**src/hdl/psld_pkg.sv**
```systemverilog
/*
 Package for the synthesizer digital section: latch select codes, field
 positions inside the 24-bit latch words, reset values, monitor and
 prescaler codes, lock and band-select timing, and the shared carriers.
 Assumes a single 125 MHz core clock for every timing figure.
*/
package psld_pkg;
   localparam int WORD_W = 24;
   localparam int B_W = 13;
   localparam int A_W = 5;
   localparam int R_W = 14;
   localparam int ERR_W = 6;

   // Latch select codes in the two low bits of a word
   localparam int SEL_LSB = 0;
   localparam logic [1:0] SEL_CTRL = 2'h0;
   localparam logic [1:0] SEL_REF = 2'h1;
   localparam logic [1:0] SEL_FB = 2'h2;
   localparam logic [1:0] SEL_TEST = 2'h3;

   // Control latch fields
   localparam int CTRL_PRESC_LSB = 22;
   localparam int CTRL_PD1_BIT = 20;
   localparam int CTRL_PL_LSB = 12;
   localparam int CTRL_MUTE_UNTIL_LOCK_BIT = 11;
   localparam int CTRL_CPTRI_BIT = 9;
   localparam int CTRL_MON_LSB = 5;
   localparam int CTRL_CR_BIT = 4;
   localparam int CTRL_PC_LSB = 2;
   // Feedback divider latch fields
   localparam int FB_HALVE_BIT = 22;
   localparam int FB_B_LSB = 8;
   localparam int FB_A_LSB = 2;
   // Reference divider latch fields
   localparam int REF_BSC_LSB = 20;
   localparam int REF_LDP_BIT = 18;
   localparam int REF_ABP_LSB = 16;
   localparam int REF_R_LSB = 2;

   localparam logic [WORD_W-1:0] LATCH_RST = 24'h00_0000;
   localparam logic [B_W-1:0] B_MIN = 13'h0003;

   localparam logic [1:0] PRESC_8 = 2'h0;
   localparam logic [1:0] PRESC_16 = 2'h1;

   localparam logic [2:0] MON_HIZ = 3'h0;
   localparam logic [2:0] MON_DLOCK = 3'h1;
   localparam logic [2:0] MON_NDIV = 3'h2;
   localparam logic [2:0] MON_HIGH = 3'h3;
   localparam logic [2:0] MON_RDIV = 3'h4;
   localparam logic [2:0] MON_ALOCK = 3'h5;

   localparam int CLK_NS = 8;
   localparam int LOCK_GOOD_NS = 15;
   localparam int LOCK_BAD_NS = 25;
   // Error below GOOD counts as good; error above BAD counts as lost
   localparam logic [ERR_W-1:0] LOCK_GOOD_CYC = ERR_W'((LOCK_GOOD_NS + CLK_NS - 1) / CLK_NS);
   localparam logic [ERR_W-1:0] LOCK_BAD_CYC = ERR_W'(LOCK_BAD_NS / CLK_NS);
   localparam logic [2:0] LOCK_CNT_FAST = 3'h3;
   localparam logic [2:0] LOCK_CNT_SLOW = 3'h5;
   localparam logic [2:0] BAND_PFD_CYCLES = 3'h5;

   typedef struct packed {
      logic valid;
      logic [ERR_W-1:0] err;
   } psld_pfd_s;

   typedef enum logic [1:0] {
      PFD_IDLE = 2'b00,
      PFD_WAIT_N = 2'b01,
      PFD_WAIT_R = 2'b10
   } psld_pfd_e;
endpackage : psld_pkg

```
**src/hdl/psld_top.sv**
```systemverilog
/*
 Digital section of an integer-N synthesizer: three-wire serial shift
 register, four latches, reference and feedback dividers, band select
 timing, lock detect, monitor output and output muting.
 Assumes every pin input is asynchronous to core_clk and slow enough to
 be sampled by it after a two-stage synchroniser.
*/
// Contract
// Shift one bit per serial rising edge, MSB first
// Load strobe rise copies word into selected latch
// Select codes: control, reference, feedback, test
// Feedback divides by B times P plus A
// Host keeps ratio at least P squared minus P
// Main counter 3..8191, swallow counter 0..31
// Host keeps prescaler output at most 300 MHz
// Fourteen-bit reference divider, ratio 1 to 16383
// Two reference latch bits set antibacklash width
// Three control bits choose monitor pin source
// Normal lock needs three good cycles
// Precise lock needs five, drops above 25 ns
// Band select five cycles at power-up, feedback write
// Host writes reference, control, then feedback latch
// Band clock divides reference output by 1,2,4,8
// Feedback latch bit 22 enables output halving
// Two control bits select core current
// Two control bits select output tail current
// Mute-until-lock keeps RF supply off until lock
// Host never writes the test latch
// Chip enable low powers down, pump three-state
// Latches hold while load strobe stays low
`timescale 1ns/1ps
module psld_top (
   input wire logic core_clk,
   input wire logic rst,
   input wire logic serial_clk,
   input wire logic serial_data,
   input wire logic latch_load_strobe,
   input wire logic reference_input,
   input wire logic feedback_input,
   input wire logic chip_enable,
   output logic monitor_output_pin,
   output logic monitor_output_oe,
   output logic charge_pump_hiz,
   output logic device_active,
   output logic rf_supply_on,
   output logic vtune_internal_ref,
   output logic lock_detect,
   output logic [1:0] antibacklash_width,
   output logic halve_output_sel,
   output logic [1:0] core_current_sel,
   output logic [1:0] output_level_sel
);
   localparam int PIN_SCLK = 0;
   localparam int PIN_SDATA = 1;
   localparam int PIN_LE = 2;
   localparam int PIN_REF = 3;
   localparam int PIN_FB = 4;
   localparam int PIN_CE = 5;

   function automatic logic psld_rise(input logic cur, input logic prev);
      psld_rise = cur & ~prev;
   endfunction : psld_rise

   // Two-stage synchronisers; the edge detectors compare the second stage with its delayed copy pin_prev
   logic [5:0] pin_meta;
   logic [5:0] pin_sync;
   logic [5:0] pin_prev;
   always_ff @(posedge core_clk)
   begin
      if (rst)
      begin
         pin_meta <= 6'h00;
         pin_sync <= 6'h00;
         pin_prev <= 6'h00;
      end
      else
      begin
         pin_meta <= {chip_enable, feedback_input, reference_input,
                      latch_load_strobe, serial_data, serial_clk};
         pin_sync <= pin_meta;
         pin_prev <= pin_sync;
      end
   end

   logic sclk_rise;
   logic le_rise;
   logic ref_edge;
   logic vco_edge;
   logic ce_s;
   logic ce_rise;
   assign sclk_rise = psld_rise(pin_sync[PIN_SCLK], pin_prev[PIN_SCLK]);
   assign le_rise = psld_rise(pin_sync[PIN_LE], pin_prev[PIN_LE]);
   assign ref_edge = psld_rise(pin_sync[PIN_REF], pin_prev[PIN_REF]);
   assign vco_edge = psld_rise(pin_sync[PIN_FB], pin_prev[PIN_FB]);
   assign ce_s = pin_sync[PIN_CE];
   assign ce_rise = psld_rise(pin_sync[PIN_CE], pin_prev[PIN_CE]);

   // Serial shift register
   logic [psld_pkg::WORD_W-1:0] shift_reg;
   always_ff @(posedge core_clk)
   begin
      if (rst)
         shift_reg <= psld_pkg::LATCH_RST;
      else if (sclk_rise)
         shift_reg <= {shift_reg[psld_pkg::WORD_W-2:0], pin_sync[PIN_SDATA]};
   end

   // Latches
   logic [psld_pkg::WORD_W-1:0] ctrl_latch_reg;
   logic [psld_pkg::WORD_W-1:0] ref_latch_reg;
   logic [psld_pkg::WORD_W-1:0] fb_latch_reg;
   logic [psld_pkg::WORD_W-1:0] test_latch_reg;
   logic [1:0] word_sel;
   logic fb_write;
   logic ctrl_write;
   assign word_sel = shift_reg[psld_pkg::SEL_LSB+1:0];
   assign fb_write = le_rise && (word_sel == psld_pkg::SEL_FB);
   assign ctrl_write = le_rise && (word_sel == psld_pkg::SEL_CTRL);

   always_ff @(posedge core_clk)
   begin
      if (rst)
      begin
         ctrl_latch_reg <= psld_pkg::LATCH_RST;
         ref_latch_reg <= psld_pkg::LATCH_RST;
         fb_latch_reg <= psld_pkg::LATCH_RST;
         test_latch_reg <= psld_pkg::LATCH_RST;
      end
      else if (le_rise)
      begin
         if (word_sel == psld_pkg::SEL_CTRL)
            ctrl_latch_reg <= shift_reg;
         else if (word_sel == psld_pkg::SEL_REF)
            ref_latch_reg <= shift_reg;
         else if (word_sel == psld_pkg::SEL_FB)
            fb_latch_reg <= shift_reg;
         else
            test_latch_reg <= shift_reg; // Stored only; drives nothing
      end
   end

   // Latch fields
   logic [1:0] presc_sel;
   logic [2:0] mon_sel;
   logic mute_until_lock;
   logic counter_hold;
   logic lock_precision_sel;
   logic [1:0] band_clk_div;
   logic [psld_pkg::R_W-1:0] r_div;
   logic [psld_pkg::B_W-1:0] b_val;
   logic [psld_pkg::A_W-1:0] a_val;
   assign presc_sel = ctrl_latch_reg[psld_pkg::CTRL_PRESC_LSB+:2];
   assign mon_sel = ctrl_latch_reg[psld_pkg::CTRL_MON_LSB+:3];
   assign mute_until_lock = ctrl_latch_reg[psld_pkg::CTRL_MUTE_UNTIL_LOCK_BIT];
   assign counter_hold = ctrl_latch_reg[psld_pkg::CTRL_CR_BIT];
   assign core_current_sel = ctrl_latch_reg[psld_pkg::CTRL_PC_LSB+:2];
   assign output_level_sel = ctrl_latch_reg[psld_pkg::CTRL_PL_LSB+:2];
   assign lock_precision_sel = ref_latch_reg[psld_pkg::REF_LDP_BIT];
   assign band_clk_div = ref_latch_reg[psld_pkg::REF_BSC_LSB+:2];
   assign antibacklash_width = ref_latch_reg[psld_pkg::REF_ABP_LSB+:2];
   assign r_div = ref_latch_reg[psld_pkg::REF_R_LSB+:psld_pkg::R_W];
   assign b_val = fb_latch_reg[psld_pkg::FB_B_LSB+:psld_pkg::B_W];
   assign a_val = fb_latch_reg[psld_pkg::FB_A_LSB+:psld_pkg::A_W];
   assign halve_output_sel = fb_latch_reg[psld_pkg::FB_HALVE_BIT];

   // Power state
   logic powered;
   logic run;
   assign powered = ce_s && !ctrl_latch_reg[psld_pkg::CTRL_PD1_BIT];
   assign run = powered && !counter_hold;
   assign device_active = powered;
   assign charge_pump_hiz = !powered || ctrl_latch_reg[psld_pkg::CTRL_CPTRI_BIT];

   // Reference divider; a zero ratio behaves as one
   logic [psld_pkg::R_W-1:0] ref_cnt_reg;
   logic [psld_pkg::R_W-1:0] ref_top;
   logic r_pulse;
   assign ref_top = (r_div == '0) ? '0 : r_div - 14'h0001;
   always_ff @(posedge core_clk)
   begin
      if (rst || !run)
      begin
         ref_cnt_reg <= '0;
         r_pulse <= 1'b0;
      end
      else
      begin
         r_pulse <= 1'b0;
         if (ref_edge)
         begin
            if (ref_cnt_reg >= ref_top)
            begin
               ref_cnt_reg <= '0;
               r_pulse <= 1'b1;
            end
            else
               ref_cnt_reg <= ref_cnt_reg + 14'h0001;
         end
      end
   end

   logic n_pulse;
   psld_fb_div u_fb_div (
      .core_clk(core_clk),
      .rst(rst),
      .run(run),
      .reload(fb_write || ctrl_write),
      .vco_edge(vco_edge),
      .presc_sel(presc_sel),
      .b_val(b_val),
      .a_val(a_val),
      .n_pulse(n_pulse),
      .modulus_high()
   );

   // Band select: clock is the reference output divided by 1, 2, 4 or 8
   logic [2:0] bclk_cnt_reg;
   logic [2:0] bclk_mask;
   logic band_tick;
   logic [2:0] band_left_reg;
   logic band_start;
   logic start_pend_reg;
   assign bclk_mask = 3'((4'h1 << band_clk_div) - 4'h1);
   assign band_tick = r_pulse && ((bclk_cnt_reg & bclk_mask) == 3'h0);
   assign band_start = fb_write || ce_rise || start_pend_reg;
   always_ff @(posedge core_clk)
   begin
      if (rst)
         bclk_cnt_reg <= 3'h0;
      else if (band_start)
         bclk_cnt_reg <= 3'h0;
      else if (r_pulse)
         bclk_cnt_reg <= bclk_cnt_reg + 3'h1;
   end
   always_ff @(posedge core_clk)
   begin
      if (rst)
      begin
         start_pend_reg <= 1'b1;
         band_left_reg <= 3'h0;
      end
      else
      begin
         start_pend_reg <= 1'b0;
         if (band_start)
            band_left_reg <= psld_pkg::BAND_PFD_CYCLES;
         else if (band_tick && band_left_reg != 3'h0)
            band_left_reg <= band_left_reg - 3'h1;
      end
   end
   assign vtune_internal_ref = (band_left_reg != 3'h0);

   // Phase error timing between reference and feedback pulses
   psld_pkg::psld_pfd_e pfd_state;
   logic [psld_pkg::ERR_W-1:0] pfd_cnt_reg;
   logic [psld_pkg::ERR_W-1:0] pfd_cnt_inc;
   psld_pkg::psld_pfd_s pfd_reg;
   assign pfd_cnt_inc = (pfd_cnt_reg == '1) ? pfd_cnt_reg : pfd_cnt_reg + 6'h01;
   always_ff @(posedge core_clk)
   begin
      if (rst || !run)
      begin
         pfd_state <= psld_pkg::PFD_IDLE;
         pfd_cnt_reg <= 6'h00;
         pfd_reg <= '0;
      end
      else
      begin
         pfd_reg.valid <= 1'b0;
         case (pfd_state)
            psld_pkg::PFD_IDLE:
            begin
               pfd_cnt_reg <= 6'h00;
               if (r_pulse && n_pulse)
                  pfd_reg <= '{valid: 1'b1, err: 6'h00};
               else if (r_pulse)
                  pfd_state <= psld_pkg::PFD_WAIT_N;
               else if (n_pulse)
                  pfd_state <= psld_pkg::PFD_WAIT_R;
            end
            psld_pkg::PFD_WAIT_N,
            psld_pkg::PFD_WAIT_R:
            begin
               pfd_cnt_reg <= pfd_cnt_inc;
               if ((pfd_state == psld_pkg::PFD_WAIT_N) ? n_pulse : r_pulse)
               begin
                  pfd_reg <= '{valid: 1'b1, err: pfd_cnt_inc};
                  pfd_state <= psld_pkg::PFD_IDLE;
               end
               else if ((pfd_state == psld_pkg::PFD_WAIT_N) ? r_pulse : n_pulse)
                  pfd_reg <= '{valid: 1'b1, err: 6'h3f}; // Missed cycle counts as large
            end
            default:
               pfd_state <= psld_pkg::PFD_IDLE;
         endcase
      end
   end

   psld_lock_det u_lock_det (
      .core_clk(core_clk),
      .rst(rst),
      .clear(!run || vtune_internal_ref),
      .precise(lock_precision_sel),
      .pfd(pfd_reg),
      .lock_detect(lock_detect)
   );

   // Monitor pin and RF output muting
   logic analog_lock;
   assign analog_lock = (pfd_state == psld_pkg::PFD_IDLE);
   always_ff @(posedge core_clk)
   begin
      if (rst)
      begin
         monitor_output_pin <= 1'b0;
         monitor_output_oe <= 1'b0;
      end
      else if (mon_sel == psld_pkg::MON_HIZ)
      begin
         monitor_output_pin <= 1'b0;
         monitor_output_oe <= 1'b0;
      end
      else if (mon_sel == psld_pkg::MON_ALOCK)
      begin
         // Open drain: pulls low only while a phase error is being timed
         monitor_output_pin <= 1'b0;
         monitor_output_oe <= !analog_lock;
      end
      else
      begin
         monitor_output_oe <= 1'b1;
         if (mon_sel == psld_pkg::MON_DLOCK)
            monitor_output_pin <= lock_detect;
         else if (mon_sel == psld_pkg::MON_NDIV)
            monitor_output_pin <= n_pulse;
         else if (mon_sel == psld_pkg::MON_RDIV)
            monitor_output_pin <= r_pulse;
         else
            monitor_output_pin <= (mon_sel == psld_pkg::MON_HIGH);
      end
   end

   always_ff @(posedge core_clk)
   begin
      if (rst)
         rf_supply_on <= 1'b0;
      else
         rf_supply_on <= powered && (!mute_until_lock || lock_detect);
   end
endmodule : psld_top

```
**src/hdl/psld_fb_div.sv**
```systemverilog
/*
 Feedback divider: dual-modulus prescaler with swallow (A) and main (B)
 counters, one pulse per B*P+A input edges.
 Assumes vco_edge is a one-cycle pulse, never in two adjacent cycles.
*/
`timescale 1ns/1ps
module psld_fb_div (
   input wire logic core_clk,
   input wire logic rst,
   input wire logic run,
   input wire logic reload,
   input wire logic vco_edge,
   input wire logic [1:0] presc_sel,
   input wire logic [psld_pkg::B_W-1:0] b_val,
   input wire logic [psld_pkg::A_W-1:0] a_val,
   output logic n_pulse,
   output logic modulus_high
);
   logic [5:0] presc_cnt_reg;
   logic [psld_pkg::B_W-1:0] b_left_reg;
   logic [psld_pkg::A_W-1:0] a_left_reg;
   logic [psld_pkg::B_W-1:0] b_eff;
   logic [5:0] p_val;
   logic [5:0] presc_top;

   assign p_val = (presc_sel == psld_pkg::PRESC_8) ? 6'h08 :
                  (presc_sel == psld_pkg::PRESC_16) ? 6'h10 : 6'h20;
   // Main counter values below its minimum run as the minimum
   assign b_eff = (b_val < psld_pkg::B_MIN) ? psld_pkg::B_MIN : b_val;
   assign modulus_high = (a_left_reg != '0);
   assign presc_top = modulus_high ? p_val : p_val - 6'h01;

   always_ff @(posedge core_clk)
   begin
      if (rst)
      begin
         presc_cnt_reg <= 6'h00;
         b_left_reg <= psld_pkg::B_MIN;
         a_left_reg <= '0;
         n_pulse <= 1'b0;
      end
      else if (reload || !run)
      begin
         presc_cnt_reg <= 6'h00;
         b_left_reg <= b_eff;
         a_left_reg <= a_val;
         n_pulse <= 1'b0;
      end
      else
      begin
         n_pulse <= 1'b0;
         if (vco_edge)
         begin
            if (presc_cnt_reg == presc_top)
            begin
               presc_cnt_reg <= 6'h00;
               if (b_left_reg <= 13'h0001)
               begin
                  b_left_reg <= b_eff;
                  a_left_reg <= a_val;
                  n_pulse <= 1'b1;
               end
               else
               begin
                  b_left_reg <= b_left_reg - 13'h0001;
                  if (modulus_high)
                     a_left_reg <= a_left_reg - 5'h01;
               end
            end
            else
               presc_cnt_reg <= presc_cnt_reg + 6'h01;
         end
      end
   end

   // Helper: edges seen since the last output pulse
   logic [18:0] edge_cnt;
   logic armed;
   always_ff @(posedge core_clk)
   begin
      if (rst || reload || !run)
      begin
         edge_cnt <= '0;
         armed <= 1'b0;
      end
      else if (n_pulse)
      begin
         edge_cnt <= '0;
         armed <= 1'b1;
      end
      else if (vco_edge)
         edge_cnt <= edge_cnt + 19'h0_0001;
   end
endmodule : psld_fb_div

```
**src/hdl/psld_lock_det.sv**
```systemverilog
/*
 Digital lock detect: counts consecutive phase detector cycles with small
 error and holds the active-high lock flag.
 Assumes one pfd.valid pulse per phase detector cycle.
*/
`timescale 1ns/1ps
module psld_lock_det (
   input wire logic core_clk,
   input wire logic rst,
   input wire logic clear,
   input wire logic precise,
   input wire psld_pkg::psld_pfd_s pfd,
   output logic lock_detect
);
   logic [2:0] good_cnt_reg;
   logic [2:0] good_cnt_next;
   logic good;
   logic bad;
   logic [2:0] need;

   assign good = pfd.err < psld_pkg::LOCK_GOOD_CYC;
   assign bad = pfd.err > psld_pkg::LOCK_BAD_CYC;
   assign need = precise ? psld_pkg::LOCK_CNT_SLOW : psld_pkg::LOCK_CNT_FAST;
   assign good_cnt_next = (good_cnt_reg == 3'h7) ? good_cnt_reg : good_cnt_reg + 3'h1;

   always_ff @(posedge core_clk)
   begin
      if (rst || clear)
      begin
         good_cnt_reg <= 3'h0;
         lock_detect <= 1'b0;
      end
      else if (pfd.valid)
      begin
         if (precise && lock_detect)
         begin
            // Precise mode keeps lock through mid-size errors
            if (bad)
            begin
               lock_detect <= 1'b0;
               good_cnt_reg <= 3'h0;
            end
         end
         else if (good)
         begin
            good_cnt_reg <= good_cnt_next;
            if (good_cnt_next >= need)
               lock_detect <= 1'b1;
         end
         else
         begin
            good_cnt_reg <= 3'h0;
            lock_detect <= 1'b0;
         end
      end
   end
endmodule : psld_lock_det

```
**config.mk**
```make
export PLATFORM = sky130hd
export DESIGN_NAME = psld_top
export DESIGN_NICKNAME = d
export VERILOG_FILES = /design/src/hdl/psld_pkg.sv /design/src/hdl/psld_top.sv /design/src/hdl/psld_fb_div.sv /design/src/hdl/psld_lock_det.sv
export SDC_FILE = /design/constraint.sdc
export NUM_CORES = 1
export LEC_CHECK = 0
export ABC_AREA = 1
export ABC_CLOCK_PERIOD_IN_PS = 3160
export BUFFER_PORTS_ARGS = -buffer_cell sky130_fd_sc_hd__buf_2
export CORE_MARGIN = 4
export CORE_UTILIZATION = 50
export CTS_BUF_LIST = sky130_fd_sc_hd__clkbuf_4 sky130_fd_sc_hd__clkbuf_8
export DETAILED_ROUTE_END_ITERATION = 10
export PLACE_DENSITY = 0.74
export SETUP_SLACK_MARGIN = 0.4
export SYNTH_ARGS = -nofsm -noshare
export SYNTH_HDL_FRONTEND = slang
export SYNTH_SLANG_ARGS = --single-unit
```
**constraint.sdc**
```tcl
create_clock -name core_clk -period 3.16 [get_ports core_clk]
set_input_delay 0.474 -clock core_clk [delete_from_list [all_inputs] [get_ports core_clk]]
set_output_delay 0.474 -clock core_clk [all_outputs]
set_load 0.02 [all_outputs]
```
After elaboration in Yosys (flattened, before gate mapping)
Cells that the tools add are included.
{ "word_totals": {"inputBits": 8, "register_bits": 180} }
{ "classes": {"order_cmp": 6, "n_reduce_logical": 53, "bitwise_logic": 16, "shift": 1, "add_sub_neg": 11, "eq_ne": 20, "n_mux": 47} }
{ "op_table": {"columns": ["cell", "n"], "rows": [
  ["13-bit two-way mux", 5],
  ["6-bit two-way mux", 5],
  ["14-bit two-way mux", 2],
  ["5-bit two-way mux", 5],
  ["3-bit two-way mux", 7],
  ["7-bit two-way mux", 3],
  ["3-bit AND reduction", 5],
  ["14-bit by 1-bit adder with 14-bit output, second input constant", 1],
  ["14-bit >= comparator", 1],
  ["14-bit logical NOT", 1],
  ["7-bit case mux with 2 select lines", 1],
  ["14-bit by 1-bit subtractor with 14-bit output, second input constant", 1],
  ["13-bit by 1-bit less-or-equal comparator with 1-bit output, second input constant", 1],
  ["13-bit by 2-bit < comparator with 1-bit output, second input constant", 1],
  ["1-bit two-way mux", 13],
  ["13-bit by 1-bit subtractor with 13-bit output, second input constant", 1],
  ["6-bit by 1-bit adder with 6-bit output, second input constant", 2],
  ["6-bit case mux with 2 select lines", 1],
  ["1-bit inverter", 10],
  ["2-bit OR reduction", 5],
  ["3-bit equality test, second input constant", 3],
  ["1-bit logical AND", 9],
  ["1-bit logical OR", 9],
  ["2-bit two-way mux", 4],
  ["31 further kinds", 58]
]} }

Logic depth before layout (Yosys ltp)
Gate-level depths: netlist of run 1.
{ "logic_depth": {"depth_word": 9, "mapped_depth": 18, "depth_no_buf": 16} }

Modules after synthesis
Synthesis of run 1 repeated with hierarchy kept, for this count alone.
{ "hier_totals": {"cells_unflattened": 1153, "area_unflattened_um2": 8145.3} }
{ "by_module_without_submodules": {"columns": ["mod", "area_per_inst_um2", "instances", "cells_each"], "rows": [
  ["psld_top", 5940.7, 1, 799],
  ["psld_fb_div", 1855.5, 1, 300],
  ["psld_lock_det", 349.1, 1, 54]
]} }

Worst setup path before layout of run 1
OpenSTA, ideal clock, no wires.
{ "synth_path": {"path_type": "register to register", "from": "register ref_latch_reg[2] (netlist bit)", "to": "register ref_cnt_reg[10] (netlist bit)", "setup_slack_ps": 387, "n_path_buf": 1, "path_stages_with_launch": 18, "arrival_ps": 2646, "period_less_slack_ps": 2773, "path_cell_list": "dfxtp_1 > inv_1 > ha_1 > nand3_1 > nor3_1 > inv_1 > nor3_1 > or2_2 > nand3_1 > ha_1 > inv_1 > nor3_1 > nand3_1 > nand3_1 > nand2_1 > nand2_1 > clkbuf_1 > nor2_1"} }
{ "synth_via": {"elab_chain_cells": 4, "word_cells_on_any_way": 5} }
{ "synth_lines": {"columns": ["element", "line", "rtl"], "rows": [
  ["start: declaration", "psld_top.sv:110", "logic [psld_pkg::WORD_W-1:0] ref_latch_reg;"],
  ["start signal: assignment", "psld_top.sv:125", "ref_latch_reg <= psld_pkg::LATCH_RST;"],
  ["start signal: assignment", "psld_top.sv:134", "ref_latch_reg <= shift_reg;"],
  ["14-bit by 1-bit subtractor with 14-bit output / 14-bit logical NOT (equally long branches)", "psld_top.sv:178", "assign ref_top = (r_div == '0) ? '0 : r_div - 14'h0001;"],
  ["14-bit two-way mux *", "psld_top.sv:178", null],
  ["14-bit >= comparator *", "psld_top.sv:191", "if (ref_cnt_reg >= ref_top)"],
  ["14-bit two-way mux *", "psld_top.sv:191", null],
  ["end signal: assignment", "psld_top.sv:197", "ref_cnt_reg <= ref_cnt_reg + 14'h0001;"],
  ["end: declaration", "psld_top.sv:175", "logic [psld_pkg::R_W-1:0] ref_cnt_reg;"]
]} }
Every way passes the cells marked *; elsewhere a longest branch is shown, timed or not.
A chain may end at the register's enable or synchronous reset.

Worst setup path in the final report of run 1
{ "layout_path": {"from": "register ref_latch_reg[5] (netlist bit)", "to": "register ref_cnt_reg[7] (netlist bit)"} }
The elaborated chain is that of the path after synthesis.

==> results.sh, run 1 <==
export IMPL_post_route_min_period_ns=2.682
export IMPL_viasPerCell=5.155
export IMPL_syn_nets=1093
export IMPL_worstMarginPinSlew_ns=1.017
export IMPL_postSynthCellCount=1054
export IMPL_grt_pass1_vias=5914
export IMPL_synthFlopType="dfxtp_1"
export IMPL_ys_types=43
export IMPL_route_vias_total=6536
export IMPL_syn_avg_cell_area_um2=7.285
export IMPL_grt_antenna_before_repair=0
export IMPL_startpoint_type="register"
export IMPL_num_rows=45
export IMPL_grt_usage_pct=18.86
export IMPL_synth_edff_count=0
export IMPL_post_place_ws_ns=0.1611
export IMPL_grt_max_degree=82
export IMPL_fin_ws_ns=0.4781
export IMPL_clk_path_buf_depth=2
export IMPL_coreArea_mm2=0.01515
export IMPL_drv_slew=0
export IMPL_tns_ns=0
export IMPL_multi_input_area_mm2=0.004049
export IMPL_layout_drive_gt1_share_pct=14.35
export IMPL_dieArea_mm2=0.01740
export IMPL_drc_errors=0
export IMPL_slew_headroom_pct=32.13
export IMPL_finalClockSkew_ns=0.01375
export IMPL_synthArstFlopShare_pct=0
export IMPL_insertion_delay_ns=0.47
export IMPL_syn_to_final_growth_pct=11.85
export IMPL_io_pins=22
export IMPL_required_ns=3.52
export IMPL_grt_pass1_wl_um=27460
export IMPL_final_cell_mix="198 x nor2_1, 157 x dfxtp_1, 152 x nand2_1"
export IMPL_fin_nets=1106
export IMPL_ir_drop_mv=0.3788
export IMPL_cts_buffers=17
export IMPL_die_h_um=131.9
export IMPL_fp_dieW_um=131.9
export IMPL_overflow=0
export IMPL_fmaxAchievable_mhz=372.9
export IMPL_cts_root_buffer="clkbuf_8"
export IMPL_synth_area_mm2=0.007679
export IMPL_place_gp_congestion=0.8271
export IMPL_power_density_mw_per_mm2=502.8
export IMPL_rsz0062_at_grt="false"
export IMPL_hp_class="input pin to register"
export IMPL_worstSetupEndpointType="register"
export IMPL_hold_slack_ns=0.2086
export IMPL_clk_pin_slew_ns=0.09
export IMPL_clock_sinks=160
export IMPL_totalWireLength_um=16650
export IMPL_total_power_mw=4.318
export IMPL_path_class="register to register"
export IMPL_status="complete, no violations"
export IMPL_yosysWarningCount=0
export IMPL_htreeDepth=4
export IMPL_path_max_fanout=7
export IMPL_synth_seq_cells=160
export IMPL_cp_data_arrival_time_ns=3.04
export IMPL_regArea_mm2=0.003212
export IMPL_yosysSeqAreaShare_pct=41.71
export IMPL_fin_crit_sh_pct=84.87
export IMPL_finalSetupViolCount=0
export IMPL_layout_commonest_cell="nor2_1"
export IMPL_tritoncts="built"
export IMPL_largest_register_ffs=24
export IMPL_leakage_nw=3.673
export IMPL_n_fill_cell=1372
export IMPL_hpwl_um=11230
export IMPL_io_buffers=21
export IMPL_first_pass_iters=5
export IMPL_antennaDiodeCount=0
export IMPL_detail_route_wl_per_cell_um=13.13
export IMPL_initial_core_util_pct=50.70
export IMPL_drv_cap=0
export IMPL_drtIter0Drc=374
export IMPL_postRouteAntennaNets=0
export IMPL_hold_viol=0
critical path: stages (launching register included):
cell	delay (ns)
dfxtp_1	0.37
nor2_1	0.20
nand3_2	0.14
nor3_4	0.24
buf_4	0.15
xor2_1	0.22
nand2_1	0.10
ha_1	0.29
nand2_2	0.07
nor4_2	0.30
nand2_1	0.10
nand3_2	0.12
nand2_4	0.09
nand2_4	0.13
nor2_1	0.05
Yosys cell counts (6+ instances only):
master | n | area, µm²
clkbuf_1 | 23 | 86.33
o21ai_2 | 7 | 61.31
ha_1 | 31 | 387.9
xnor2_1 | 17 | 148.9
buf_4 | 6 | 45.04
nor2_1 | 199 | 747.0
inv_1 | 108 | 405.4
dfxtp_1 | 160 | 3203
nand4_1 | 9 | 56.30
nor3_1 | 18 | 90.09
a21oi_2 | 8 | 70.07
nand3_1 | 51 | 255.2
nand2_2 | 11 | 68.82
a21oi_1 | 68 | 340.3
xor2_1 | 22 | 192.7
or2_2 | 8 | 50.05
o21ai_1 | 6 | 30.03
o21ai_0 | 99 | 495.5
nand2_1 | 160 | 600.6
layout make-up:
type / instances / share of cell area, %
clock inverters: 12 / 2.360
clock buffers: 20 / 3.132
repair buffers: 33 / 2.273
multi-input cells: 742 / 47.14
inverters: 113 / 4.953
well taps: 188 / 2.739
flip-flops and latches: 160 / 37.40
where the power goes:
part,switching [mW],internal (mW)
combinational,0.284,0.156
clock,0.777,0.999
sequential,0.0401,2.06
path summary, 6_finish.rpt:
kind	end	slack, ns	startpoint	cells past startpoint
worst max-delay path	ref_cnt_reg[7]$_SDFFE_PP0P_	0.48	ref_latch_reg[5]$_SDFFE_PP0P_	14
worst min-delay path	pin_meta[5]$_SDFF_PP0_	0.21	chip_enable	3
worst max register to register	ref_cnt_reg[7]$_SDFFE_PP0P_	0.48	ref_latch_reg[5]$_SDFFE_PP0P_	14
worst min register to register	pin_sync[4]$_SDFF_PP0_	0.40	pin_meta[4]$_SDFF_PP0_	2
cell families (layout without fill, tap and decap cells):
kind of cell / after synthesis / after routing / synth area share (%)
simple gates: 474 / 476 / 26.63
compound gates: 195 / 195 / 13.67
flops: 160 / 160 / 41.71
buf+inv: 154 / 178 / 8.343
xor+xnor: 39 / 39 / 4.448
fa+ha+maj: 31 / 31 / 5.051
mux: 1 / 1 / 0.1466
metrics by stage:
stage | instances | cell area [µm²] | utilization, %
2_1_floorplan | 1054 | 7684 | -
3_3_place_gp | 1228 | 7854 | 51.85
3_5_place_dp | 1228 | 7854 | 51.85
4_1_cts | 1260 | 8335 | 55.04
5_1_grt | 1268 | 8588 | 56.70
6_report | 1268 | 8588 | 56.70
layer usage:
| layer | part of all wire, % | global-route usage (%) | wire length (µm) |
|---|---|---|---|
| met2 | 46 | 29.56 | 7642 |
| met1 | 49 | 25.48 | 8132 |
| met4 | 1.7 | 6.534 | 280 |
| met5 | 0 | 0 | 0 |
| met3 | 3.6 | 4.618 | 593 |
what timing repair did:
item                                    in CTS  in global routing
hold buffers                                 0                  0
setup buffers                                0                  6
pin swaps                                    0                 15
endpoints found under the setup margin      14                 15
gates resized for setup                      3                 46
cloned                                       0                  2
(Power assumes the default switching activity.)
==> inputs of run 2 (changes only) <==
--- a/config.mk
+++ b/config.mk
@@ -6,7 +6,7 @@
 export NUM_CORES = 1
 export LEC_CHECK = 0
 export ABC_AREA = 1
-export ABC_CLOCK_PERIOD_IN_PS = 3160
+export ABC_CLOCK_PERIOD_IN_PS = 2700
 export BUFFER_PORTS_ARGS = -buffer_cell sky130_fd_sc_hd__buf_2
 export CORE_MARGIN = 4
 export CORE_UTILIZATION = 50
==> constraint.sdc (replaced) <==
create_clock -name core_clk -period 2.7 [get_ports core_clk]
set_input_delay 0.405 -clock core_clk [delete_from_list [all_inputs] [get_ports core_clk]]
set_output_delay 0.405 -clock core_clk [all_outputs]
set_load 0.02 [all_outputs]
==> results.sh, run 2 (synthesis results as in run 1) <==
export IMPL_cp_data_arrival_time_ns=2.98
export IMPL_crit_buf_inv=2
export IMPL_clk_path_buf_depth=2
export IMPL_tns_ns=0
export IMPL_tritoncts="built"
export IMPL_finalSetupViolCount=0
export IMPL_num_rows=45
export IMPL_hold_slack_ns=0.1384
export IMPL_crit_path_max_incr_delay_ns=0.56
export IMPL_slew_headroom_pct=44.82
export IMPL_route_vias_total=6635
export IMPL_n_fill_cell=1394
export IMPL_io_buffers=21
export IMPL_grt_pass1_vias=5837
export IMPL_grt_max_degree=45
export IMPL_finish_utilization_pct=57.47
export IMPL_viasPerCell=5.208
export IMPL_worstMarginPinSlew_ns=0.8246
export IMPL_path_depth=15
export IMPL_reg2reg_slack_ns=0.11
export IMPL_syn_to_final_growth_pct=13.36
export IMPL_grt_pass1_wl_um=27570
export IMPL_io_pins=22
export IMPL_drtIter0Drc=526
export IMPL_rsz0062_at_grt="true"
export IMPL_status="complete, no violations"
export IMPL_path_max_fanout=7
export IMPL_insertion_delay_ns=0.46
export IMPL_clock_sinks=160
export IMPL_dieArea_mm2=0.01740
export IMPL_crit_chain="or4_4 > nor3_4 > nand2_2 > buf_8 > nand2_4 > ha_4 > nand2_2 > inv_2 > o21bai_1 > nand3_1 > nand3_1 > nand3_2 > nand2_4 > nand2_8 > nor3_2"
export IMPL_initial_core_util_pct=50.70
export IMPL_grt_usage_pct=18.91
export IMPL_hpwl_um=11260
export IMPL_drv_cap=0
export IMPL_path_class="register to register"
export IMPL_postLayoutCellArea_mm2=0.008705
export IMPL_final_cell_mix="191 x nor2_1, 156 x dfxtp_1, 143 x nand2_1"
export IMPL_grt_antenna_before_repair=0
export IMPL_fin_nets=1112
export IMPL_critical_path_slowest_cell="or4_4"
export IMPL_drc_errors=0
export IMPL_leakage_nw=3.658
export IMPL_post_route_min_period_ns=2.593
export IMPL_die_h_um=131.9
export IMPL_totalWireLength_um=16630
export IMPL_r2r_start="ref_latch_reg[13]$_SDFFE_PP0P_"
export IMPL_worstSetupEndpointType="register"
export IMPL_r2r_cells=15
export IMPL_ir_drop_mv=0.3444
export IMPL_coreArea_mm2=0.01515
export IMPL_clk_pin_slew_ns=0.09
export IMPL_cp_endpoint="ref_cnt_reg[11]$_SDFFE_PP0P_"
export IMPL_fmaxAchievable_mhz=385.7
export IMPL_cts_buffers=17
export IMPL_startpoint="ref_latch_reg[13]$_SDFFE_PP0P_"
export IMPL_drv_slew=0
export IMPL_worst_r2r_endpoint="ref_cnt_reg[11]$_SDFFE_PP0P_"
export IMPL_fin_crit_sh_pct=96.03
export IMPL_overflow=0
export IMPL_hold_viol=0
export IMPL_dp_cells=1234
export IMPL_placed_area_mm2=0.008038
export IMPL_cts_root_buffer="clkbuf_8"
export IMPL_power_density_mw_per_mm2=532.1
export IMPL_hp_class="input pin to register"
export IMPL_antennaDiodeCount=0
export IMPL_detail_route_wl_per_cell_um=13.05
export IMPL_cp_top_family="simple AND/OR/NAND/NOR gates"
export IMPL_postRouteAntennaNets=0
export IMPL_instances_no_fill=1274
export IMPL_required_ns=3.09
export IMPL_htreeDepth=4
export IMPL_fp_dieW_um=131.9
export IMPL_first_pass_iters=5
export IMPL_largest_register_ffs=24
export IMPL_finalClockSkew_ns=0.009719
export IMPL_layout_commonest_cell="nor2_1"
export IMPL_startpoint_type="register"
export IMPL_place_gp_congestion=0.8694
export IMPL_cts_hold_buf=0
export IMPL_layout_drive_gt1_share_pct=16.94
==> run 2: cell count changes in the layout (fill, tap and decap cells not counted), sizes merged <==
cell / before / now
buf: 33 / 39
bufinv: 5 / 0
clkinvlp: 1 / 5
clkinv: 3 / 6
inv: 116 / 115
nand2: 176 / 175
==> run 2: power breakdown <==
part | switching (mW) | leakage [nW] | internal [mW]
logic | 0.363 | 2.19 | 0.230
clock network | 0.907 | 0.168 | 0.667
registers | 0.0486 | 1.30 | 2.42
==> run 2: repair_timing <==
item	CTS	global route
hold endpoints to repair	0	0
buffers inserted	4	2
resized for setup	19	37
gates cloned	1	1
endpoints found under the setup margin	15	22
pin swaps	11	14
==> run 2: worst min-delay path by stage <==
stage | startpoint | slack, ns | cells after the start | end
3_5_place_dp | pin_meta[0]$_SDFF_PP0_ | 0.39 | 2 | pin_sync[0]$_SDFF_PP0_
2_1_floorplan | pin_meta[0]$_SDFF_PP0_ | 0.39 | 2 | pin_sync[0]$_SDFF_PP0_
6_report | reference_input | 0.14 | 3 | pin_meta[3]$_SDFF_PP0_
3_3_place_gp | pin_meta[2]$_SDFF_PP0_ | 0.39 | 2 | pin_sync[2]$_SDFF_PP0_
4_1_cts | reference_input | 0.12 | 3 | pin_meta[3]$_SDFF_PP0_
5_1_grt | reference_input | 0.13 | 3 | pin_meta[3]$_SDFF_PP0_
==> run 2: worst min-delay path, stage by stage <==
cell	delay (ns)
buf_2	0.09
inv_1	0.04
nor2_1	0.03
==> run 2: final cells by class <==
class                   count  area [µm²]  share of cell area [%]
repair buffers             40       276.5                   3.177
flip-flops and latches    160        3211                   36.88
inverters                 113       425.4                   4.887
clock inverters            13       88.84                   1.021
clock buffers              19       255.2                   2.932
well taps                 188       235.2                   2.702
multi-input cells         741        4213                   48.40
==> run 2: stage by stage <==
step	power, mW	setup slack, ns
2_1_floorplan	2.903	0.3104
3_3_place_gp	2.988	0.1024
3_5_place_dp	3.000	-0.007798
4_1_cts	4.596	0.1496
5_1_grt	4.838	-0.1064
6_report	4.632	0.1071
==> run 2: layer usage <==
layer	up-vias	wire length, µm	global-route usage [%]
li1	3413	-	-
met3	32	620	3.779
met1	3075	8058	27.07
met5	-	0	0
met4	0	415	7.351
met2	115	7538	28.08
==> inputs of run 3 (changes only) <==
--- a/config.mk
+++ b/config.mk
@@ -5,9 +5,9 @@
 export SDC_FILE = /design/constraint.sdc
 export NUM_CORES = 1
 export LEC_CHECK = 0
-export ABC_AREA = 1
 export ABC_CLOCK_PERIOD_IN_PS = 2700
 export BUFFER_PORTS_ARGS = -buffer_cell sky130_fd_sc_hd__buf_2
+export CAP_MARGIN = 25
 export CORE_MARGIN = 4
 export CORE_UTILIZATION = 50
 export CTS_BUF_LIST = sky130_fd_sc_hd__clkbuf_4 sky130_fd_sc_hd__clkbuf_8
==> results.sh, run 3 <==
export IMPL_final_cell_mix="208 x nand2_1, 152 x dfxtp_1, 101 x a21oi_1"
export IMPL_total_power_mw=4.310
export IMPL_path_max_fanout=7
export IMPL_overflow=0
export IMPL_synth_edff_count=0
export IMPL_cts_hold_buf=0
export IMPL_viasPerCell=5.482
export IMPL_grt_antenna_before_repair=0
export IMPL_grt_pass1_vias=6014
export IMPL_ys_types=64
export IMPL_yosysTopAreaCell="dfxtp_1"
export IMPL_syn_avg_cell_area_um2=8.118
export IMPL_clk_path_buf_depth=2
export IMPL_dieArea_mm2=0.01682
export IMPL_cp_data_arrival_time_ns=3.61
export IMPL_synth_seq_cells=160
export IMPL_placed_area_mm2=0.007911
export IMPL_grt_usage_pct=20.64
export IMPL_fp_dieW_um=129.7
export IMPL_layout_drive_gt1_share_pct=21.36
export IMPL_synthFlopType="dfxtp_1"
export IMPL_initial_core_util_pct=50.94
export IMPL_path_class="register to register"
export IMPL_cts_buffers=17
export IMPL_grt_pass1_wl_um=28310
export IMPL_synth_area_mm2=0.007403
export IMPL_finalSetupViolCount=15
export IMPL_antennaDiodeCount=0
export IMPL_yosysSeqAreaShare_pct=43.27
export IMPL_yosys_top_cells_area="dfxtp_1 43%, nand2_1 11%, a21oi_1 7.3%"
export IMPL_io_buffers=21
export IMPL_rsz0062_at_grt="true"
export IMPL_layout_commonest_cell="nand2_1"
export IMPL_hp_class="input pin to register"
export IMPL_tritoncts="built"
export IMPL_synthArstFlopShare_pct=0
export IMPL_insertion_delay_ns=0.46
export IMPL_io_pins=22
export IMPL_syn_nets=951
export IMPL_yosysMostFrequentCell="nand2_1"
export IMPL_cts_root_buffer="clkbuf_8"
export IMPL_status="complete, but fails checks"
export IMPL_postLayoutCellArea_mm2=0.008894
export IMPL_dp_cells=1117
export IMPL_yosysWarningCount=0
export IMPL_coreArea_mm2=0.01453
export IMPL_die_h_um=129.7
export IMPL_first_pass_iters=5
export IMPL_required_ns=3.09
export IMPL_instances_no_fill=1172
export IMPL_htreeDepth=4
export IMPL_fin_ws_ns=-0.5179
export IMPL_fin_crit_sh_pct=119.2
export IMPL_num_rows=44
export IMPL_route_vias_total=6425
export IMPL_synthDominantCellAreaShare_pct=43.27
export IMPL_worstMarginPinSlew_ns=0.9041
export IMPL_clk_pin_slew_ns=0.09
export IMPL_detail_route_wl_per_cell_um=14.73
export IMPL_power_density_mw_per_mm2=484.6
export IMPL_crit_path_max_incr_delay_ns=0.53
export IMPL_drv_slew=0
export IMPL_largest_register_ffs=24
export IMPL_synth_top_cells_by_count="212 x nand2_1, 160 x dfxtp_1, 108 x a21oi_1, 67 x nor2_1"
export IMPL_leakage_nw=3.267
export IMPL_slew_headroom_pct=39.72
export IMPL_totalWireLength_um=17270
export IMPL_postRouteAntennaNets=0
export IMPL_drv_cap=0
export IMPL_startpoint_type="register"
export IMPL_syn_to_final_growth_pct=20.13
export IMPL_drtIter0Drc=520
export IMPL_hpwl_um=11280
export IMPL_clock_sinks=160
export IMPL_drc_errors=0
export IMPL_grt_max_degree=76
export IMPL_crit_buf_inv=2
export IMPL_worstSetupEndpointType="register"
export IMPL_tns_ns=-6.981
export IMPL_cp_top_family="simple AND/OR/NAND/NOR gates"
export IMPL_ir_drop_mv=0.3443
export IMPL_crit_chain="or4_4 > or4_4 > or3_4 > buf_6 > nand2_4 > ha_4 > a21o_1 > a21oi_2 > o21ai_2 > a21oi_2 > o211ai_1 > buf_4 > nor2_1"
export IMPL_postSynthCellCount=912
export IMPL_fin_nets=1014
export IMPL_finalClockSkew_ns=0.01217
export IMPL_critical_path_slowest_cell="or4_4"
export IMPL_place_gp_congestion=0.8815
export IMPL_hold_viol=0
export IMPL_post_route_min_period_ns=3.218
export IMPL_violations="negative setup slack"
export IMPL_fmaxAchievable_mhz=310.8
export IMPL_finish_utilization_pct=61.19
[run 3: changes by cell type after synthesis, sizes merged, moves of 13 or more]
| cell | previous run | this run |
|---|---|---|
| nor2 | 203 | 67 |
| o21ai | 112 | 31 |
| a21oi | 76 | 108 |
| nand3 | 53 | 17 |
| nand2b | 0 | 13 |
| inv | 112 | 21 |
| nor2b | 0 | 23 |
| nand2 | 174 | 212 |
[run 3: area by class of cell]
cell class | count | area, µm²
clock buffers | 20 | 269.0
clock inverters | 12 | 132.6
fillers | 1253 | 5640
inverters | 21 | 81.33
multi-input cells | 685 | 4302
flip-flops and latches | 160 | 3216
well taps | 184 | 230.2
repair buffers | 90 | 663.1
[run 3: routing by layer]
metal | track usage (%) | vias to the layer above | wire (µm)
met4 | 5.501 | 0 | 152
li1 | - | 3258 | -
met1 | 27.77 | 3028 | 7923
met5 | 0 | - | 0
met3 | 4.740 | 17 | 658
met2 | 33.55 | 122 | 8532
[run 3: cells by family after synthesis]
logic type	synth area share (%)
AND/OR/NAND/NOR	25.33
AO/OA/AOI/OAI	16.02
multiplexers	1.386
XOR/XNOR	4.732
adder cells (fa/ha/maj)	5.239
buffers and inverters	4.022
flip-flops	43.27
[run 3: path summary, 6_finish.rpt]
kind / start / endpoint / slack, ns / depth (start not counted)
max: ref_latch_reg[11]$_SDFFE_PP0P_ / ref_cnt_reg[3]$_SDFFE_PP0P_ / -0.52 / 13
max reg2reg: ref_latch_reg[11]$_SDFFE_PP0P_ / ref_cnt_reg[3]$_SDFFE_PP0P_ / -0.52 / 13
min: chip_enable / pin_meta[5]$_SDFF_PP0_ / 0.15 / 2
min reg2reg: pin_sync[1]$_SDFF_PP0_ / shift_reg[0]$_SDFFE_PP0P_ / 0.43 / 2
[run 3: repair_timing]
action                                  in CTS  in global routing
resized for setup                           33                 68
buffers inserted                            15                  6
pin swaps                                    7                 35
endpoints found under the setup margin      32                 48
cloned                                       1                  1
[run 3: worst reg2reg max path, cell delays in order, from the launching register on]
cell and delay, ns:
dfxtp_2 0.33, or4_4 0.53, or4_4 0.43, or3_4 0.44
buf_6 0.14, nand2_4 0.06, ha_4 0.20, a21o_1 0.17
a21oi_2 0.15, o21ai_2 0.08, a21oi_2 0.16, o211ai_1 0.15
buf_4 0.20, nor2_1 0.12
[run 3: where the power goes]
group | switching [mW] | leakage (nW) | total [mW] | internal (mW)
logic | 0.103 | 1.77 | 0.156 | 0.0529
registers | 0.00876 | 1.30 | 2.38 | 2.37
clock network | 0.890 | 0.199 | 1.77 | 0.883
[run 3: stage by stage]
stage / setup slack (ns) / hold WS (ns)
2_1_floorplan: -0.4547 / 0.4138
3_3_place_gp: -0.3941 / 0.4204
3_5_place_dp: -0.4732 / 0.4204
4_1_cts: -0.4170 / 0.1284
5_1_grt: -0.6005 / 0.1382
6_report: -0.5179 / 0.1465
